`src/sadc_pkg.sv`:
```
// Constants, register map and carrier types of the converter sequencer
// ----------------------------------------------------------------
// Summary of operation
// - Produce an 8-bit result from one of four pin channels via the mux.
// - Each completed conversion writes the result and, on the same edge, flags or interrupts.
// - The selected channel pin is forced to act as a converter input.
// - Unselected shared pins stay under ordinary port control.
// - Latch or direction writes never change the selected pin's state.
// - Port read of the selected pin gives 0 if direction 0, else latch.
// - One conversion takes exactly sixteen converter clock cycles.
// - A control/status write starts conversion on the next converter edge.
// - Continuous mode refreshes the result after every conversion, read or not.
// - Continuous conversions run back to back until the mode bit clears.
// - Without interrupts, done flag sets per conversion, cleared by result read.
// - Channel codes 0-3 select pins; all ones turns off; reset loads ones.
// - With interrupt enabled, interrupt per conversion; done flag reads 0.
// - Pending interrupt clears on result read or control/status write.
// - Divide field gives bus clock /1, /2, /4, /8; top bit set gives /16.
// ----------------------------------------------------------------
package sadc_pkg;
    // Byte addresses on the register bus
    localparam logic [7:0] ADDR_CSR = 8'h3c;
    localparam logic [7:0] ADDR_RESULT = 8'h40;
    localparam logic [7:0] ADDR_CLKDIV = 8'h44;
    localparam logic [7:0] ADDR_PORT_DATA = 8'h48;
    localparam logic [7:0] ADDR_PORT_DIR = 8'h4c;
    localparam logic [7:0] ADDR_IRQ_STAT = 8'h50;
    localparam logic [7:0] ADDR_IRQ_CLR = 8'h54;
    localparam logic [7:0] ADDR_IRQ_EN = 8'h58;
    // Field positions
    localparam int CSR_DONE_BIT = 7;
    localparam int DIV_LSB = 5;
    localparam int IRQ_CONV_BIT = 0;
    localparam int IRQ_OVR_BIT = 1;
    // Channels and reset values
    localparam int NUM_CH = 4;
    localparam logic [4:0] CHAN_OFF = 5'h1f;
    localparam logic [2:0] DIV_RESET = 3'h0;
    localparam logic [1:0] IRQ_EN_RESET = 2'h1;
    // Conversion timing in converter clock ticks
    localparam logic [3:0] CONV_LAST = 4'hf;
    localparam logic [3:0] SAMPLE_LAST = 4'h7;
    localparam logic [7:0] SAR_FIRST = 8'h80;

    // Control/status fields that software writes
    typedef struct packed {
        logic irq_enable;
        logic continuous;
        logic [4:0] channel;
    } sadc_ctrl_t;

    localparam sadc_ctrl_t CTRL_RESET = '{irq_enable: 1'b0, continuous: 1'b0, channel: CHAN_OFF};

    // Steering for the analog multiplexer and converter core
    typedef struct packed {
        logic power;
        logic enable;
        logic [1:0] sel;
    } sadc_mux_t;

    typedef enum logic [1:0] {ST_IDLE, ST_ARM, ST_CONV} sadc_state_t;
endpackage

```
`src/sadc_sequencer.sv`:
```
// Successive-approximation converter sequencer with APB registers and pin sharing
`timescale 1ns/100ps
module sadc_sequencer (
    // Clock and reset
    input wire logic mclk,
    input wire logic reset,
    // APB slave
    input wire logic psel,
    input wire logic penable,
    input wire logic pwrite,
    input wire logic [7:0] paddr,
    input wire logic [31:0] pwdata,
    output logic [31:0] prdata,
    output logic pready,
    output logic pslverr,
    // Analog multiplexer and converter core
    output sadc_pkg::sadc_mux_t mux,
    output logic [7:0] dac_code,
    output logic sample_phase,
    input wire logic comp_in,
    output logic conv_busy,
    // Shared port pins
    input wire logic [3:0] pin_in,
    output logic [3:0] pin_out,
    output logic [3:0] pin_oe,
    // Interrupt
    output logic irq
);
    import sadc_pkg::*;

    sadc_ctrl_t ctrl;
    logic [2:0] div_field;
    logic [7:0] result;
    logic done_flag;
    logic unread;
    logic [1:0] irq_stat;
    logic [1:0] irq_en;
    logic [3:0] port_latch;
    logic [3:0] port_dir;
    logic [3:0] pin_q1;
    logic [3:0] pin_q2;
    logic [3:0] pin_q3;
    logic [3:0] pin_val;
    logic [3:0] port_read;
    sadc_state_t state;
    logic [3:0] div_cnt;
    logic [3:0] tick_cnt;
    logic [7:0] sar;
    logic [2:0] bit_idx;
    logic tick;
    logic start_evt;
    logic done_evt;
    logic chan_valid;
    logic setup;
    logic wr;
    logic rd;
    logic mapped;
    logic wr_csr;
    logic rd_result;
    logic [31:0] read_word;

    // ----------------------------------------------------------------
    // Register bus
    // ----------------------------------------------------------------
    // Zero wait states: data is fetched in the setup cycle
    assign setup = psel & ~penable;
    assign wr = psel & penable & pwrite;
    assign rd = psel & penable & ~pwrite;
    assign pready = 1'b1;
    assign pslverr = psel & penable & ~mapped;
    assign wr_csr = wr & (paddr == ADDR_CSR);
    assign rd_result = rd & (paddr == ADDR_RESULT);

    // Address decode and read data selection
    always_comb begin
        mapped = 1'b1;
        read_word = 32'h0;
        case (paddr)
            ADDR_CSR: read_word = {24'h0, done_flag & ~ctrl.irq_enable, ctrl};
            ADDR_RESULT: read_word = {24'h0, result};
            ADDR_CLKDIV: read_word = {24'h0, div_field, 5'h0};
            ADDR_PORT_DATA: read_word = {28'h0, port_read};
            ADDR_PORT_DIR: read_word = {28'h0, port_dir};
            ADDR_IRQ_STAT: read_word = {30'h0, irq_stat};
            ADDR_IRQ_CLR: read_word = 32'h0;
            ADDR_IRQ_EN: read_word = {30'h0, irq_en};
            default: mapped = 1'b0;
        endcase
    end

    // Read data is registered so it stands stable through the access phase
    always_ff @(posedge mclk) begin
        if (reset) begin
            prdata <= 32'h0;
        end else if (setup & ~pwrite) begin
            prdata <= read_word;
        end
    end

    // Control/status fields; the done bit position is read-only
    // channel off at reset
    always_ff @(posedge mclk) begin
        if (reset) begin
            ctrl <= CTRL_RESET;
        end else if (wr_csr) begin
            ctrl <= pwdata[6:0];
        end
    end

    // Clock divide field and interrupt enables
    always_ff @(posedge mclk) begin
        if (reset) begin
            div_field <= DIV_RESET;
            irq_en <= IRQ_EN_RESET;
        end else begin
            if (wr & (paddr == ADDR_CLKDIV)) begin
                div_field <= pwdata[DIV_LSB +: 3];
            end
            if (wr & (paddr == ADDR_IRQ_EN)) begin
                irq_en <= pwdata[1:0];
            end
        end
    end

    // Port latch and direction; the selected pin ignores them at the pin
    // latch writes kept
    always_ff @(posedge mclk) begin
        if (reset) begin
            port_latch <= 4'h0;
            port_dir <= 4'h0;
        end else begin
            if (wr & (paddr == ADDR_PORT_DATA)) begin
                port_latch <= pwdata[3:0];
            end
            if (wr & (paddr == ADDR_PORT_DIR)) begin
                port_dir <= pwdata[3:0];
            end
        end
    end

    // ----------------------------------------------------------------
    // Shared pins
    // ----------------------------------------------------------------
    // Three-stage synchroniser; a change counts once stages two and three agree
    always_ff @(posedge mclk) begin
        if (reset) begin
            pin_q1 <= 4'h0;
            pin_q2 <= 4'h0;
            pin_q3 <= 4'h0;
            pin_val <= 4'h0;
        end else begin
            pin_q1 <= pin_in;
            pin_q2 <= pin_q1;
            pin_q3 <= pin_q2;
            pin_val <= (pin_q2 & pin_q3) | (pin_val & (pin_q2 ^ pin_q3));
        end
    end

    assign chan_valid = (ctrl.channel < 5'(NUM_CH));

    for (genvar i = 0; i < NUM_CH; i++) begin : g_pin
        logic sel;
        assign sel = chan_valid & (ctrl.channel[1:0] == 2'(i));
        assign pin_oe[i] = port_dir[i] & ~sel;
        assign pin_out[i] = port_latch[i];
        // selected pin reads latch or 0
        assign port_read[i] = sel ? (port_dir[i] & port_latch[i])
                                  : (port_dir[i] ? port_latch[i] : pin_val[i]);
    end

    assign mux = '{power: ctrl.channel != CHAN_OFF, enable: chan_valid,
                   sel: ctrl.channel[1:0]};

    // ----------------------------------------------------------------
    // Converter clock and sequencing
    // ----------------------------------------------------------------
    // divide ratio minus one
    function automatic logic [3:0] div_last(input logic [2:0] f);
        logic [3:0] r;
        r = 4'hf;
        if (!f[2]) begin
            case (f[1:0])
                2'h0: r = 4'h0;
                2'h1: r = 4'h1;
                2'h2: r = 4'h3;
                default: r = 4'h7;
            endcase
        end
        return r;
    endfunction

    // Free-running prescaler; >= keeps it sane if the ratio shrinks mid-count
    assign tick = (div_cnt >= div_last(div_field));

    always_ff @(posedge mclk) begin
        if (reset) begin
            div_cnt <= 4'h0;
        end else if (tick) begin
            div_cnt <= 4'h0;
        end else begin
            div_cnt <= div_cnt + 4'h1;
        end
    end

    // start on first converter edge after a write
    assign start_evt = (state == ST_ARM) & tick & ~wr_csr;
    // tick fifteen after the start tick closes the conversion
    assign done_evt = (state == ST_CONV) & tick & (tick_cnt == CONV_LAST) & ~wr_csr;

    // Sequencer; a write mid-conversion abandons it without writing a result and restarts, or goes idle if the channel code is all ones
    always_ff @(posedge mclk) begin
        if (reset) begin
            state <= ST_IDLE;
        end else if (wr_csr) begin
            state <= (pwdata[4:0] == CHAN_OFF) ? ST_IDLE : ST_ARM;
        end else begin
            case (state)
                ST_IDLE: state <= ST_IDLE;
                ST_ARM: begin
                    if (tick) begin
                        state <= ST_CONV;
                    end
                end
                ST_CONV: begin
                    if (done_evt) begin
                        state <= ctrl.continuous ? ST_ARM : ST_IDLE;
                    end
                end
                default: state <= ST_IDLE;
            endcase
        end
    end

    // Tick number within the conversion; start tick is number zero
    always_ff @(posedge mclk) begin
        if (reset) begin
            tick_cnt <= 4'h0;
        end else if (start_evt) begin
            tick_cnt <= 4'h1;
        end else if ((state == ST_CONV) & tick) begin
            tick_cnt <= tick_cnt + 4'h1;
        end
    end

    // Ticks 8..15 resolve bits 7..0
    assign bit_idx = ~tick_cnt[2:0];

    // Successive approximation: first half samples, second half trials bits
    always_ff @(posedge mclk) begin
        if (reset) begin
            sar <= 8'h0;
        end else if (start_evt) begin
            sar <= 8'h0;
        end else if ((state == ST_CONV) & tick) begin
            if (tick_cnt == SAMPLE_LAST) begin
                sar <= SAR_FIRST;
            end else if (tick_cnt[3]) begin
                sar[bit_idx] <= comp_in;
                if (bit_idx != 3'h0) begin
                    sar[3'(bit_idx - 3'h1)] <= 1'b1;
                end
            end
        end
    end

    assign dac_code = sar;
    assign sample_phase = (state == ST_CONV) & ~tick_cnt[3];
    assign conv_busy = (state != ST_IDLE);

    // ----------------------------------------------------------------
    // Result, flag and interrupts
    // ----------------------------------------------------------------
    // result overwritten every conversion
    always_ff @(posedge mclk) begin
        if (reset) begin
            result <= 8'h0;
        end else if (done_evt) begin
            result <= {sar[7:1], comp_in};
        end
    end

    // done flag; a set in the clearing cycle wins
    always_ff @(posedge mclk) begin
        if (reset) begin
            done_flag <= 1'b0;
        end else if (done_evt & ~ctrl.irq_enable) begin
            done_flag <= 1'b1;
        end else if (rd_result) begin
            done_flag <= 1'b0;
        end
    end

    // Tracks whether the current result has been read, for overrun
    always_ff @(posedge mclk) begin
        if (reset) begin
            unread <= 1'b0;
        end else if (done_evt) begin
            unread <= 1'b1;
        end else if (rd_result) begin
            unread <= 1'b0;
        end
    end

    always_ff @(posedge mclk) begin
        if (reset) begin
            irq_stat[IRQ_CONV_BIT] <= 1'b0;
        end else if (done_evt & ctrl.irq_enable) begin
            irq_stat[IRQ_CONV_BIT] <= 1'b1;
        end else if (rd_result | wr_csr
                     | (wr & (paddr == ADDR_IRQ_CLR) & pwdata[IRQ_CONV_BIT])) begin
            irq_stat[IRQ_CONV_BIT] <= 1'b0;
        end
    end

    // Overrun: a result replaced before software read it
    always_ff @(posedge mclk) begin
        if (reset) begin
            irq_stat[IRQ_OVR_BIT] <= 1'b0;
        end else if (done_evt & unread) begin
            irq_stat[IRQ_OVR_BIT] <= 1'b1;
        end else if (wr & (paddr == ADDR_IRQ_CLR) & pwdata[IRQ_OVR_BIT]) begin
            irq_stat[IRQ_OVR_BIT] <= 1'b0;
        end
    end

    assign irq = |(irq_stat & irq_en);

    // ----------------------------------------------------------------
    // Assertions
    // ----------------------------------------------------------------
    logic [8:0] cyc_since;
    logic div_wr_seen;

    // Bus cycles since the start tick, and whether the ratio was touched
    always_ff @(posedge mclk) begin
        if (reset) begin
            cyc_since <= 9'h0;
            div_wr_seen <= 1'b0;
        end else if (start_evt) begin
            cyc_since <= 9'h0;
            div_wr_seen <= 1'b0;
        end else begin
            cyc_since <= cyc_since + 9'h1;
            if (wr & (paddr == ADDR_CLKDIV)) begin
                div_wr_seen <= 1'b1;
            end
        end
    end
endmodule

```
`config.mk`:
```
export PLATFORM = sky130hd
export DESIGN_NAME = sadc_sequencer
export DESIGN_NICKNAME = d
export VERILOG_FILES = /design/src/sadc_pkg.sv /design/src/sadc_sequencer.sv
export SDC_FILE = /design/constraint.sdc
export NUM_CORES = 1
export LEC_CHECK = 0
export BUFFER_PORTS_ARGS = -buffer_cell sky130_fd_sc_hd__buf_2
export CAP_MARGIN = 0
export CORE_MARGIN = 4
export CORE_UTILIZATION = 40
export DETAILED_ROUTE_END_ITERATION = 8
export GPL_ROUTABILITY_DRIVEN = 1
export PLACE_DENSITY = 0.68
export SETUP_SLACK_MARGIN = 0.5
export SLEW_MARGIN = 10
export SYNTH_ARGS = -nofsm -noshare
export SYNTH_HDL_FRONTEND = slang
export SYNTH_SLANG_ARGS = --single-unit
```
`constraint.sdc`:
```
create_clock -name mclk -period 6.4 [get_ports mclk]
set_input_delay 0.32 -clock mclk [delete_from_list [all_inputs] [get_ports mclk]]
set_output_delay 0.32 -clock mclk [all_outputs]
set_load 0.005 [all_outputs]
```
==> flow_summary.json, run 1 <==
{
  "path_cells": "or3_1 -> ha_1 -> nor3b_1 -> o21ai_1 -> buf_4 -> nand2_1 -> or4_1 -> a21oi_1",
  "final-hold-violation-count": 0,
  "dp_slack_ns": 3.890,
  "grt_pass1_wl_um": 15510,
  "slew_headroom": 0.3060,
  "r2r_cells": 8,
  "final_core_util": 0.4580,
  "cts.htree.levels": 3,
  "worst-slew-pin-transition_ns": 1.041,
  "row_count": 35,
  "final_cells": 632,
  "crit_path_end_kind": "flip-flop",
  "yosysSeqAreaShare": 0.3879,
  "netlist_area_mm2": 0.003819,
  "hold_path_end": "pin_q1[3]",
  "synth-edff-count": 0,
  "cp-start-kind": "flip-flop",
  "start_util": 0.4113,
  "whs_path_depth": 2,
  "numClockSinks": 74,
  "drive_gt1_frac": 0.1670,
  "portBuffers": 57,
  "reg2reg_from": "div_field[0]",
  "rr_endpoint": "dac_code[2]",
  "slowest_stage": "or4_1",
  "hold_ws_ns": 0.1752,
  "drv_slew": 0,
  "via_per_inst": 5.335,
  "p_clk_frac": 0.432,
  "grt_max_degree": 60,
  "post-route-period-util": 0.3875,
  "r2r_slack_ns": 3.92,
  "core_area_mm2": 0.009284,
  "final_area_mm2": 0.004252,
  "path_max_fanout": 21,
  "drt_iter0_drc": 244,
  "grt.total_usage": 0.1724,
  "fillCellCount": 940,
  "hold_buffers": 0,
  "cts_resized": 0,
  "cts_tree": "done",
  "setup_viol": 0,
  "die_x_um": 105.7,
  "post_cts_buffers": 0,
  "clk_latency_ns": 0.35,
  "maxClockFrequency_mhz": 403.3,
  "clockBufferDepth": 2,
  "rsz0062_at_grt": "false",
  "route.detailed.drc": 0,
  "internal_power_mw": 0.6932,
  "max-vdd-ir-drop_mv": 0.1056,
  "drtAntennaViolNets": 0,
  "grt_pass1_vias": 3110,
  "slowest_delay_ns": 0.58,
  "placed_area_mm2": 0.004045,
  "area_growth_pct": 11.34,
  "worstHoldStart": "pin_in[3]",
  "critPathArrivalTime_ns": 2.77,
  "die_h_um": 105.7,
  "synthCells": 461,
  "finalNetCount": 560,
  "die_area_mm2": 0.01117,
  "cts_buffers": 9,
  "yosys_warnings": 0,
  "fin_ws_ns": 3.920,
  "async_flop_share": 0,
  "cp.required_ns": 6.69,
  "p_leak_nw": 1.721,
  "hp-class": "in -> reg",
  "firstDrtPassIters": 6,
  "p_seq_frac": 0.518,
  "grt_overflow": 0,
  "dp.final_hpwl_um": 6897,
  "drv_cap": 0,
  "path_class": "reg -> reg",
  "finalWorstPathRequiredPeriod_ns": 2.480,
  "synth_cell_type_count": 58,
  "ys_ff_latch": 74,
  "num_vias": 3372,
  "p_total_mw": 0.8977,
  "ios": 107,
  "sw_frac_of_total": 0.2278,
  "antenna_found_initial": 0,
  "drt_wl_total_um": 9369,
  "placed_cells": 617,
  "place_congestion": 0.9089,
  "cts.root.buffer_cell": "clkbuf_8",
  "pwr-share-comb": 0.050,
  "syn_area_per_cell_um2": 8.283,
  "skew_ns": 0.008013,
  "wl_per_cell_um": 14.82,
  "tns_ns": 0,
  "p_per_area_mw_per_mm2": 211.1,
  "diodes": 0,
  "path_clk_slew_ns": 0.08,
  "p_sw_mw": 0.2045,
  "status": "finished clean",
  "ys.flop_type": "dfxtp_1"
}
placed cells by master (no fill, tap or decap), types with 3 or more instances in the layout:
| master | synthesis | routed |
|---|---|---|
| nand4b_1 | 3 | 3 |
| ha_1 | 11 | 11 |
| inv_1 | 13 | 13 |
| a211o_1 | 5 | 5 |
| conb_1 | 2 | 25 |
| and3_1 | 4 | 4 |
| a211oi_1 | 3 | 3 |
| o21ai_0 | 19 | 18 |
| nand2_1 | 53 | 53 |
| clkinv_2 | 0 | 3 |
| nand3b_1 | 10 | 10 |
| buf_2 | 5 | 57 |
| nor2_1 | 39 | 39 |
| a21oi_1 | 38 | 38 |
| dfxtp_1 | 74 | 74 |
| clkbuf_8 | 0 | 9 |
| a22oi_1 | 3 | 3 |
| nor3b_1 | 4 | 4 |
| a22o_1 | 6 | 6 |
| a31oi_1 | 6 | 6 |
| mux2i_1 | 16 | 16 |
| nor3_1 | 11 | 11 |
| nand3_1 | 17 | 17 |
| nand4_1 | 3 | 3 |
| and2_1 | 4 | 4 |
| a311oi_1 | 4 | 4 |
| nor2b_1 | 17 | 17 |
how the worst max path moves through the flow:
stage / start / end / slack [ns] / depth (start not counted)
after global routing: div_field[1] / dac_code[2] / 3.75 / 8
after CTS: div_field[0] / dac_code[2] / 3.94 / 8
after detailed placement: paddr[2] / done_flag / 3.89 / 6
final: div_field[0] / dac_code[2] / 3.92 / 8
after global placement: div_field[0] / dac_code[2] / 4.02 / 8
after floorplan: div_field[0] / irq_stat[0] / 4.26 / 9
power by group through the flow:
stage	Clock (mW)	Combinational, mW	Sequential (mW)
finish	0.388	0.0450	0.465
detailed placement	0	0.0441	0.476
CTS	0.394	0.0442	0.465
global route	0.419	0.0495	0.465
floorplan	0	0.0366	0.475
global placement	0	0.0433	0.476
cells by family (layout without fill, tap and decap cells):
| family | count (synthesis) | count (layout) | synth area share |
|---|---|---|---|
| other | 2 | 25 | 0.001967 |
| xor gates and xnor gates | 3 | 3 | 0.006882 |
| adders and majority gates | 11 | 11 | 0.03604 |
| buffers and inverters | 67 | 86 | 0.09502 |
| and+or+nand+nor | 188 | 188 | 0.2618 |
| muxes | 16 | 16 | 0.04194 |
| DFF | 74 | 74 | 0.3879 |
| AOI/OAI and AO/OA | 100 | 100 | 0.1684 |
layout make-up:
| cell class | count | area (um2) | share of cell area |
|---|---|---|---|
| Multi-Input combinational cell | 343 | 2061 | 0.4847 |
| Sequential cell | 74 | 1481 | 0.3484 |
| Clock inverter | 6 | 82.58 | 0.01942 |
| Timing Repair Buffer | 58 | 292.8 | 0.06886 |
| Inverter | 13 | 48.80 | 0.01148 |
| Clock buffer | 9 | 123.9 | 0.02913 |
| Tap cell | 129 | 161.4 | 0.03796 |
worst max-delay path: cells and delay by family (launching register included):
family,cells,cell delay (ns)
AND/OR/NAND/NOR,4,1.23
AO/OA/AOI/OAI,2,0.30
adder cells (fa/ha/maj),1,0.29
buffers and inverters,1,0.26
flip-flops,1,0.34
synth_stat cells (all sizes together), types with 11 or more instances:
library cell	n	share of area
nand3	17	0.022
dfxtp	74	0.39
a21oi	38	0.050
nor2	40	0.041
nor2b	17	0.028
buf	35	0.064
ha	11	0.036
o21ai	19	0.025
nand2	53	0.052
nor3	12	0.017
inv	13	0.013
mux2i	16	0.042
clkbuf	19	0.019
per-layer routing:
metal  track usage  routed length (um)  vias up
met1        0.2353                4272     1568
met4       0.06105                 166        0
met3       0.05083                 677       15
li1              -                   -     1660
met5             0                   0        -
met2        0.2587                4251      129
registers in the layout, indices dropped and copies added, names as in the netlist, 2 cells and up:
| name | cells |
|---|---|
| pin_q3 | 4 |
| tick_cnt | 4 |
| mux | 2 |
| state | 2 |
| dac_code | 8 |
| pin_val | 4 |
| port_dir | 4 |
| div_cnt | 4 |
| prdata | 8 |
| irq_en | 2 |
| irq_stat | 2 |
| ctrl | 5 |
| pin_q1 | 4 |
| result | 8 |
| div_field | 3 |
| pin_out | 4 |
| pin_q2 | 4 |
Note: power is estimated with default switching activity, not from simulation.
==> inputs of run 2 (changes only) <==
--- a/config.mk
+++ b/config.mk
@@ -5,6 +5,7 @@
 export SDC_FILE = /design/constraint.sdc
 export NUM_CORES = 1
 export LEC_CHECK = 0
+export ABC_AREA = 1
 export BUFFER_PORTS_ARGS = -buffer_cell sky130_fd_sc_hd__buf_2
 export CAP_MARGIN = 0
 export CORE_MARGIN = 4
==> constraint.sdc (replaced) <==
create_clock -name mclk -period 2.4 [get_ports mclk]
set_input_delay 0.12 -clock mclk [delete_from_list [all_inputs] [get_ports mclk]]
set_output_delay 0.12 -clock mclk [all_outputs]
set_load 0.005 [all_outputs]
==> flow_summary.json, run 2 <==
{
  "status": "finished clean",
  "final_cell_mix": "nand2_1 (116), dfxtp_1 (71), nor2_1 (66)",
  "placed_cells": 729,
  "drtAntennaViolNets": 0,
  "grt.total_usage": 0.1646,
  "yosys_warnings": 0,
  "skew_ns": 0.004674,
  "grt_pass1_vias": 3351,
  "async_flop_share": 0,
  "p_per_area_mw_per_mm2": 491.8,
  "drv_cap": 0,
  "synth_area_leaders": "dfxtp_1 (38%), nand2_1 (11%), nor2_1 (6.5%)",
  "path_cells": "nor2_2 -> nand2_1 -> ha_1 -> inv_1 -> nand2_1 -> nand2_1 -> nand2_2 -> nand3_4 -> nand3_4 -> nor2_4 -> buf_4 -> o21ai_0 -> nor2_1",
  "drive_gt1_frac": 0.1894,
  "ys_ff_latch": 74,
  "fin_ws_ns": 0.6267,
  "wl_per_cell_um": 12.45,
  "place_congestion": 0.8954,
  "ios": 107,
  "p_total_mw": 2.219,
  "yosysTopAreaCell": "dfxtp_1",
  "slew_headroom": 0.5953,
  "drt_wl_total_um": 9361,
  "cts_tree": "done",
  "synthMuxAreaShare": 0,
  "cp-start-kind": "flip-flop",
  "cts.htree.levels": 3,
  "post-route-period-util": 0.7389,
  "grt_max_degree": 43,
  "synth_top_family_by_area": "simple AND/OR/NAND/NOR gates",
  "slowest_delay_ns": 0.34,
  "cpMostUsedCell": "nand2_1",
  "cp.required_ns": 2.69,
  "fillCellCount": 972,
  "grt_overflow": 0,
  "setup_viol": 0,
  "path_clk_slew_ns": 0.08,
  "area_growth_pct": 15.76,
  "synthXorXnorAreaFrac": 0.006742,
  "row_count": 35,
  "synth-edff-count": 0,
  "worst-slew-pin-transition_ns": 0.6048,
  "p_leak_nw": 2.109,
  "clockBufferDepth": 2,
  "yosysSeqAreaShare": 0.3801,
  "ys_top_cells_by_count": "nand2_1 (118), dfxtp_1 (74), nor2_1 (67), inv_1 (66), nand3_1 (43)",
  "final_cells": 752,
  "numClockSinks": 74,
  "rsz0062_at_grt": "true",
  "dp_slack_ns": 0.4303,
  "tns_ns": 0,
  "dp.final_hpwl_um": 6972,
  "die_x_um": 106.7,
  "cts.root.buffer_cell": "clkbuf_8",
  "crit_path_end_kind": "flip-flop",
  "die_area_mm2": 0.01139,
  "finalWorstPathRequiredPeriod_ns": 1.773,
  "final-hold-violation-count": 0,
  "diodes": 0,
  "final_common_cell": "nand2_1",
  "synthCells": 558,
  "netlist_area_mm2": 0.003897,
  "ys.flop_type": "dfxtp_1",
  "clk_latency_ns": 0.35,
  "synth_top_area_frac": 0.3801,
  "route.detailed.drc": 0,
  "cts_buffers": 9,
  "maxClockFrequency_mhz": 563.9,
  "synth-simple-area-share": 0.3008,
  "hp-class": "in -> reg",
  "firstDrtPassIters": 5,
  "slowest_stage": "dfxtp_2",
  "grt_pass1_wl_um": 15330,
  "synth_cell_type_count": 33,
  "drt_iter0_drc": 264,
  "synth_most_common_cell": "nand2_1",
  "cp.buffers_inverters": 2,
  "synth_adder_area_share": 0.03531,
  "antenna_found_initial": 0,
  "core_area_mm2": 0.009371,
  "drv_slew": 0,
  "num_vias": 3676,
  "max-vdd-ir-drop_mv": 0.2363,
  "finalNetCount": 679,
  "portBuffers": 57,
  "synth_compound_area_frac": 0.1348,
  "path_class": "reg -> reg",
  "syn_area_per_cell_um2": 6.985,
  "crit_family": "simple AND/OR/NAND/NOR gates",
  "via_per_inst": 4.888,
  "r2r_slack_ns": 0.63,
  "die_h_um": 106.7,
  "critPathArrivalTime_ns": 2.06,
  "path_max_fanout": 4,
  "start_util": 0.4159
}
==> run 2: changes by cell type after synthesis, moves of 12 or more <==
| cell | before | now |
|---|---|---|
| nand4_1 | 3 | 15 |
| nand2_1 | 53 | 118 |
| inv_1 | 13 | 66 |
| mux2i_1 | 16 | 0 |
| nand3_1 | 17 | 43 |
| nor2b_1 | 17 | 0 |
| nor2_1 | 39 | 67 |
==> run 2: worst register-to-register path, delay by kind of cell, from the launching register on <==
family / cells / cell delay [ns]
compound gates: 1 / 0.07
fa+ha+maj: 1 / 0.18
simple gates: 9 / 0.95
buf+inv: 2 / 0.20
flops: 1 / 0.34
==> run 2: cell families after synthesis <==
group,count (synthesis)
adder cells (fa/ha/maj),11
flip-flops,74
XOR/XNOR,3
buffers and inverters,112
other,2
AND/OR/NAND/NOR,263
AO/OA/AOI/OAI,93
==> run 2: path summary, 6_finish.rpt <==
kind,startpoint,endpoint,cells past startpoint
max,div_field[1],result[7],13
min,pwdata[3],ctrl[3],3
max reg2reg,div_field[1],result[7],13
min reg2reg,pin_q1[1],pin_q2[1],2
==> run 2: per-stage QoR <==
step | hold slack (ns) | cell area (um2) | util
2_1_floorplan | 0.2270 | 3984 | -
3_3_place_gp | 0.3184 | 4179 | 0.4459
3_5_place_dp | 0.3259 | 4179 | 0.4459
4_1_cts | 0.02401 | 4423 | 0.4720
5_1_grt | 0.03600 | 4512 | 0.4814
6_report | 0.04146 | 4512 | 0.4814
==> run 2: area by class of cell <==
type | instances | area (um2) | share of cell area
clock buffers | 11 | 141.4 | 0.03134
inverters | 70 | 265.3 | 0.05879
flip-flops and latches | 74 | 1485 | 0.3292
well taps | 129 | 161.4 | 0.03577
repair buffers | 67 | 374.1 | 0.08292
multi-input cells | 396 | 2054 | 0.4554
clock inverters | 5 | 30.03 | 0.006656
==> run 2: power breakdown <==
group / total [mW] / internal [mW] / switching [mW]
clock network: 0.863 / 0.398 / 0.465
logic: 0.118 / 0.0380 / 0.0798
registers: 1.24 / 1.24 / 0.00320
total: 2.22 / 1.67 / 0.548
==> run 2: metal layers <==
layer	global-route usage	up-vias	routed length, um
li1	-	1872	-
met1	0.2087	1675	4124
met2	0.2747	114	4518
met3	0.03913	15	594
met4	0.05479	0	125
met5	0	-	0
==> run 2: what timing repair did <==
action	4_1_cts	5_1_grt
hold buffers	4	0
pin swaps	1	5
endpoints found under the setup margin	19	23
gates resized for setup	5	16
endpoints found under the hold margin	4	0
setup buffers	1	1
gates cloned	0	1
==> inputs of run 3 (changes only) <==
--- a/config.mk
+++ b/config.mk
@@ -5,7 +5,7 @@
 export SDC_FILE = /design/constraint.sdc
 export NUM_CORES = 1
 export LEC_CHECK = 0
-export ABC_AREA = 1
+export ABC_AREA = 0
 export BUFFER_PORTS_ARGS = -buffer_cell sky130_fd_sc_hd__buf_2
 export CAP_MARGIN = 0
 export CORE_MARGIN = 4
==> constraint.sdc (replaced) <==
create_clock -name mclk -period 1.75 [get_ports mclk]
set_input_delay 0.0875 -clock mclk [delete_from_list [all_inputs] [get_ports mclk]]
set_output_delay 0.0875 -clock mclk [all_outputs]
set_load 0.005 [all_outputs]
==> flow_summary.json, run 3 (synthesis gave the netlist of run 1 again) <==
{
  "skew_ns": 0.007374,
  "clk_latency_ns": 0.35,
  "die_area_mm2": 0.01117,
  "post-route-period-util": 1.186,
  "final_area_mm2": 0.005234,
  "path_class": "reg -> reg",
  "cts_buffers": 9,
  "fin_ws_ns": -0.3249,
  "gr-usage-met2": 0.2869,
  "place_congestion": 0.8926,
  "cts.htree.levels": 3,
  "status": "complete, but fails checks",
  "drtAntennaViolNets": 0,
  "final_common_cell": "dfxtp_1",
  "crit_path_end_kind": "flip-flop",
  "drive_gt1_frac": 0.3526,
  "core_area_mm2": 0.009284,
  "route.detailed.drc": 0,
  "grt_overflow": 0,
  "grt_pass1_wl_um": 16910,
  "use_met1": 0.2563,
  "diodes": 0,
  "final-hold-violation-count": 0,
  "ios": 107,
  "cp-start-kind": "flip-flop",
  "row_count": 35,
  "drv_cap": 0,
  "numClockSinks": 74,
  "drv_slew": 0,
  "use_met3": 0.03307,
  "setup_viol": 28,
  "grt.total_usage": 0.1861,
  "worst-slew-pin-transition_ns": 0.5930,
  "dp_slack_ns": -0.3573,
  "cp.required_ns": 2.04,
  "critPathArrivalTime_ns": 2.36,
  "slew_headroom": 0.6039,
  "num_vias": 3755,
  "max-vdd-ir-drop_mv": 0.5919,
  "finalNetCount": 626,
  "wl_per_cell_um": 15.52,
  "final_cell_mix": "dfxtp_1 (66), buf_2 (53), nand2_1 (50)",
  "drt_iter0_drc": 202,
  "clockBufferDepth": 2,
  "start_util": 0.4113,
  "cts_tree": "done",
  "final_core_util": 0.5637,
  "portBuffers": 57,
  "violations": "negative setup slack",
  "path_clk_slew_ns": 0.08,
  "grt-busiest-layer": "met2",
  "drt_wl_total_um": 10850,
  "die_h_um": 105.7,
  "die_x_um": 105.7,
  "dp.final_hpwl_um": 7509,
  "firstDrtPassIters": 4,
  "placed_area_mm2": 0.004425,
  "grt_max_degree": 31,
  "antenna_found_initial": 0,
  "p_total_mw": 3.418,
  "grt_pass1_vias": 3411,
  "path_max_fanout": 6,
  "hp-class": "in -> reg",
  "finalWorstPathRequiredPeriod_ns": 2.075,
  "p_per_area_mw_per_mm2": 653.0,
  "maxClockFrequency_mhz": 481.9,
  "area_growth_pct": 37.06,
  "rsz0062_at_grt": "true",
  "via_per_inst": 5.372,
  "cts.root.buffer_cell": "clkbuf_8",
  "p_leak_nw": 2.158
}
## run 3: metrics by stage
step / setup TNS [ns] / hold slack [ns] / std cells
detailed placement: -6.630 / 0.3004 / 655
global route: -7.727 / 0.01831 / 699
global placement: -6.060 / 0.2980 / 655
floorplan: -4.746 / 0.2054 / 484
finish: -5.328 / 0.01428 / 699
CTS: -4.514 / 0.001999 / 690
## run 3: critical path: stages (launching register included)
cell and delay (ns):
dfxtp_2 0.32, or3_4 0.39, ha_4 0.28, nor3b_4 0.04, o21ai_4 0.22, buf_6 0.15, nand2_4 0.06, or4_4 0.43
a21oi_2 0.12
## run 3: final timing paths
kind / startpoint / end / slack (ns) / depth (start not counted)
worst max register to register: div_field[1] / dac_code[2] / -0.32 / 8
worst max-delay path: div_field[1] / dac_code[2] / -0.32 / 8
worst min-delay path: pwdata[6] / ctrl[6] / 0.01 / 3
worst min register to register: pin_q1[0] / pin_q2[0] / 0.45 / 1
## run 3: layout make-up
cell class                 instances  area, um2
clock inverter                     7      100.1
sequential                        74       1494
multi-input combinational        345       2434
clock buffer                       9      123.9
fill                             837       4050
tap                              129      161.4
inverter                          13      51.30
timing repair buffer             122      869.6
## run 3: metal layers
metal | wire [um] | share of wire
met1 | 4906 | 0.45
met2 | 5043 | 0.46
met3 | 696 | 0.064
met4 | 199 | 0.018
met5 | 0 | 0
## run 3: repair_timing
item / CTS / global route
buffers inserted: 12 / 8
hold buffers: 6 / 0
gates resized for setup: 45 / 37
setup endpoints to repair: 47 / 54
cloned: 1 / 1
endpoints found under the hold margin: 6 / 0
pin swaps: 12 / 21
## run 3: power by group
part	switching [mW]	internal, mW
clock	0.682	0.815
sequential	0.00435	1.69
combinational	0.133	0.0908
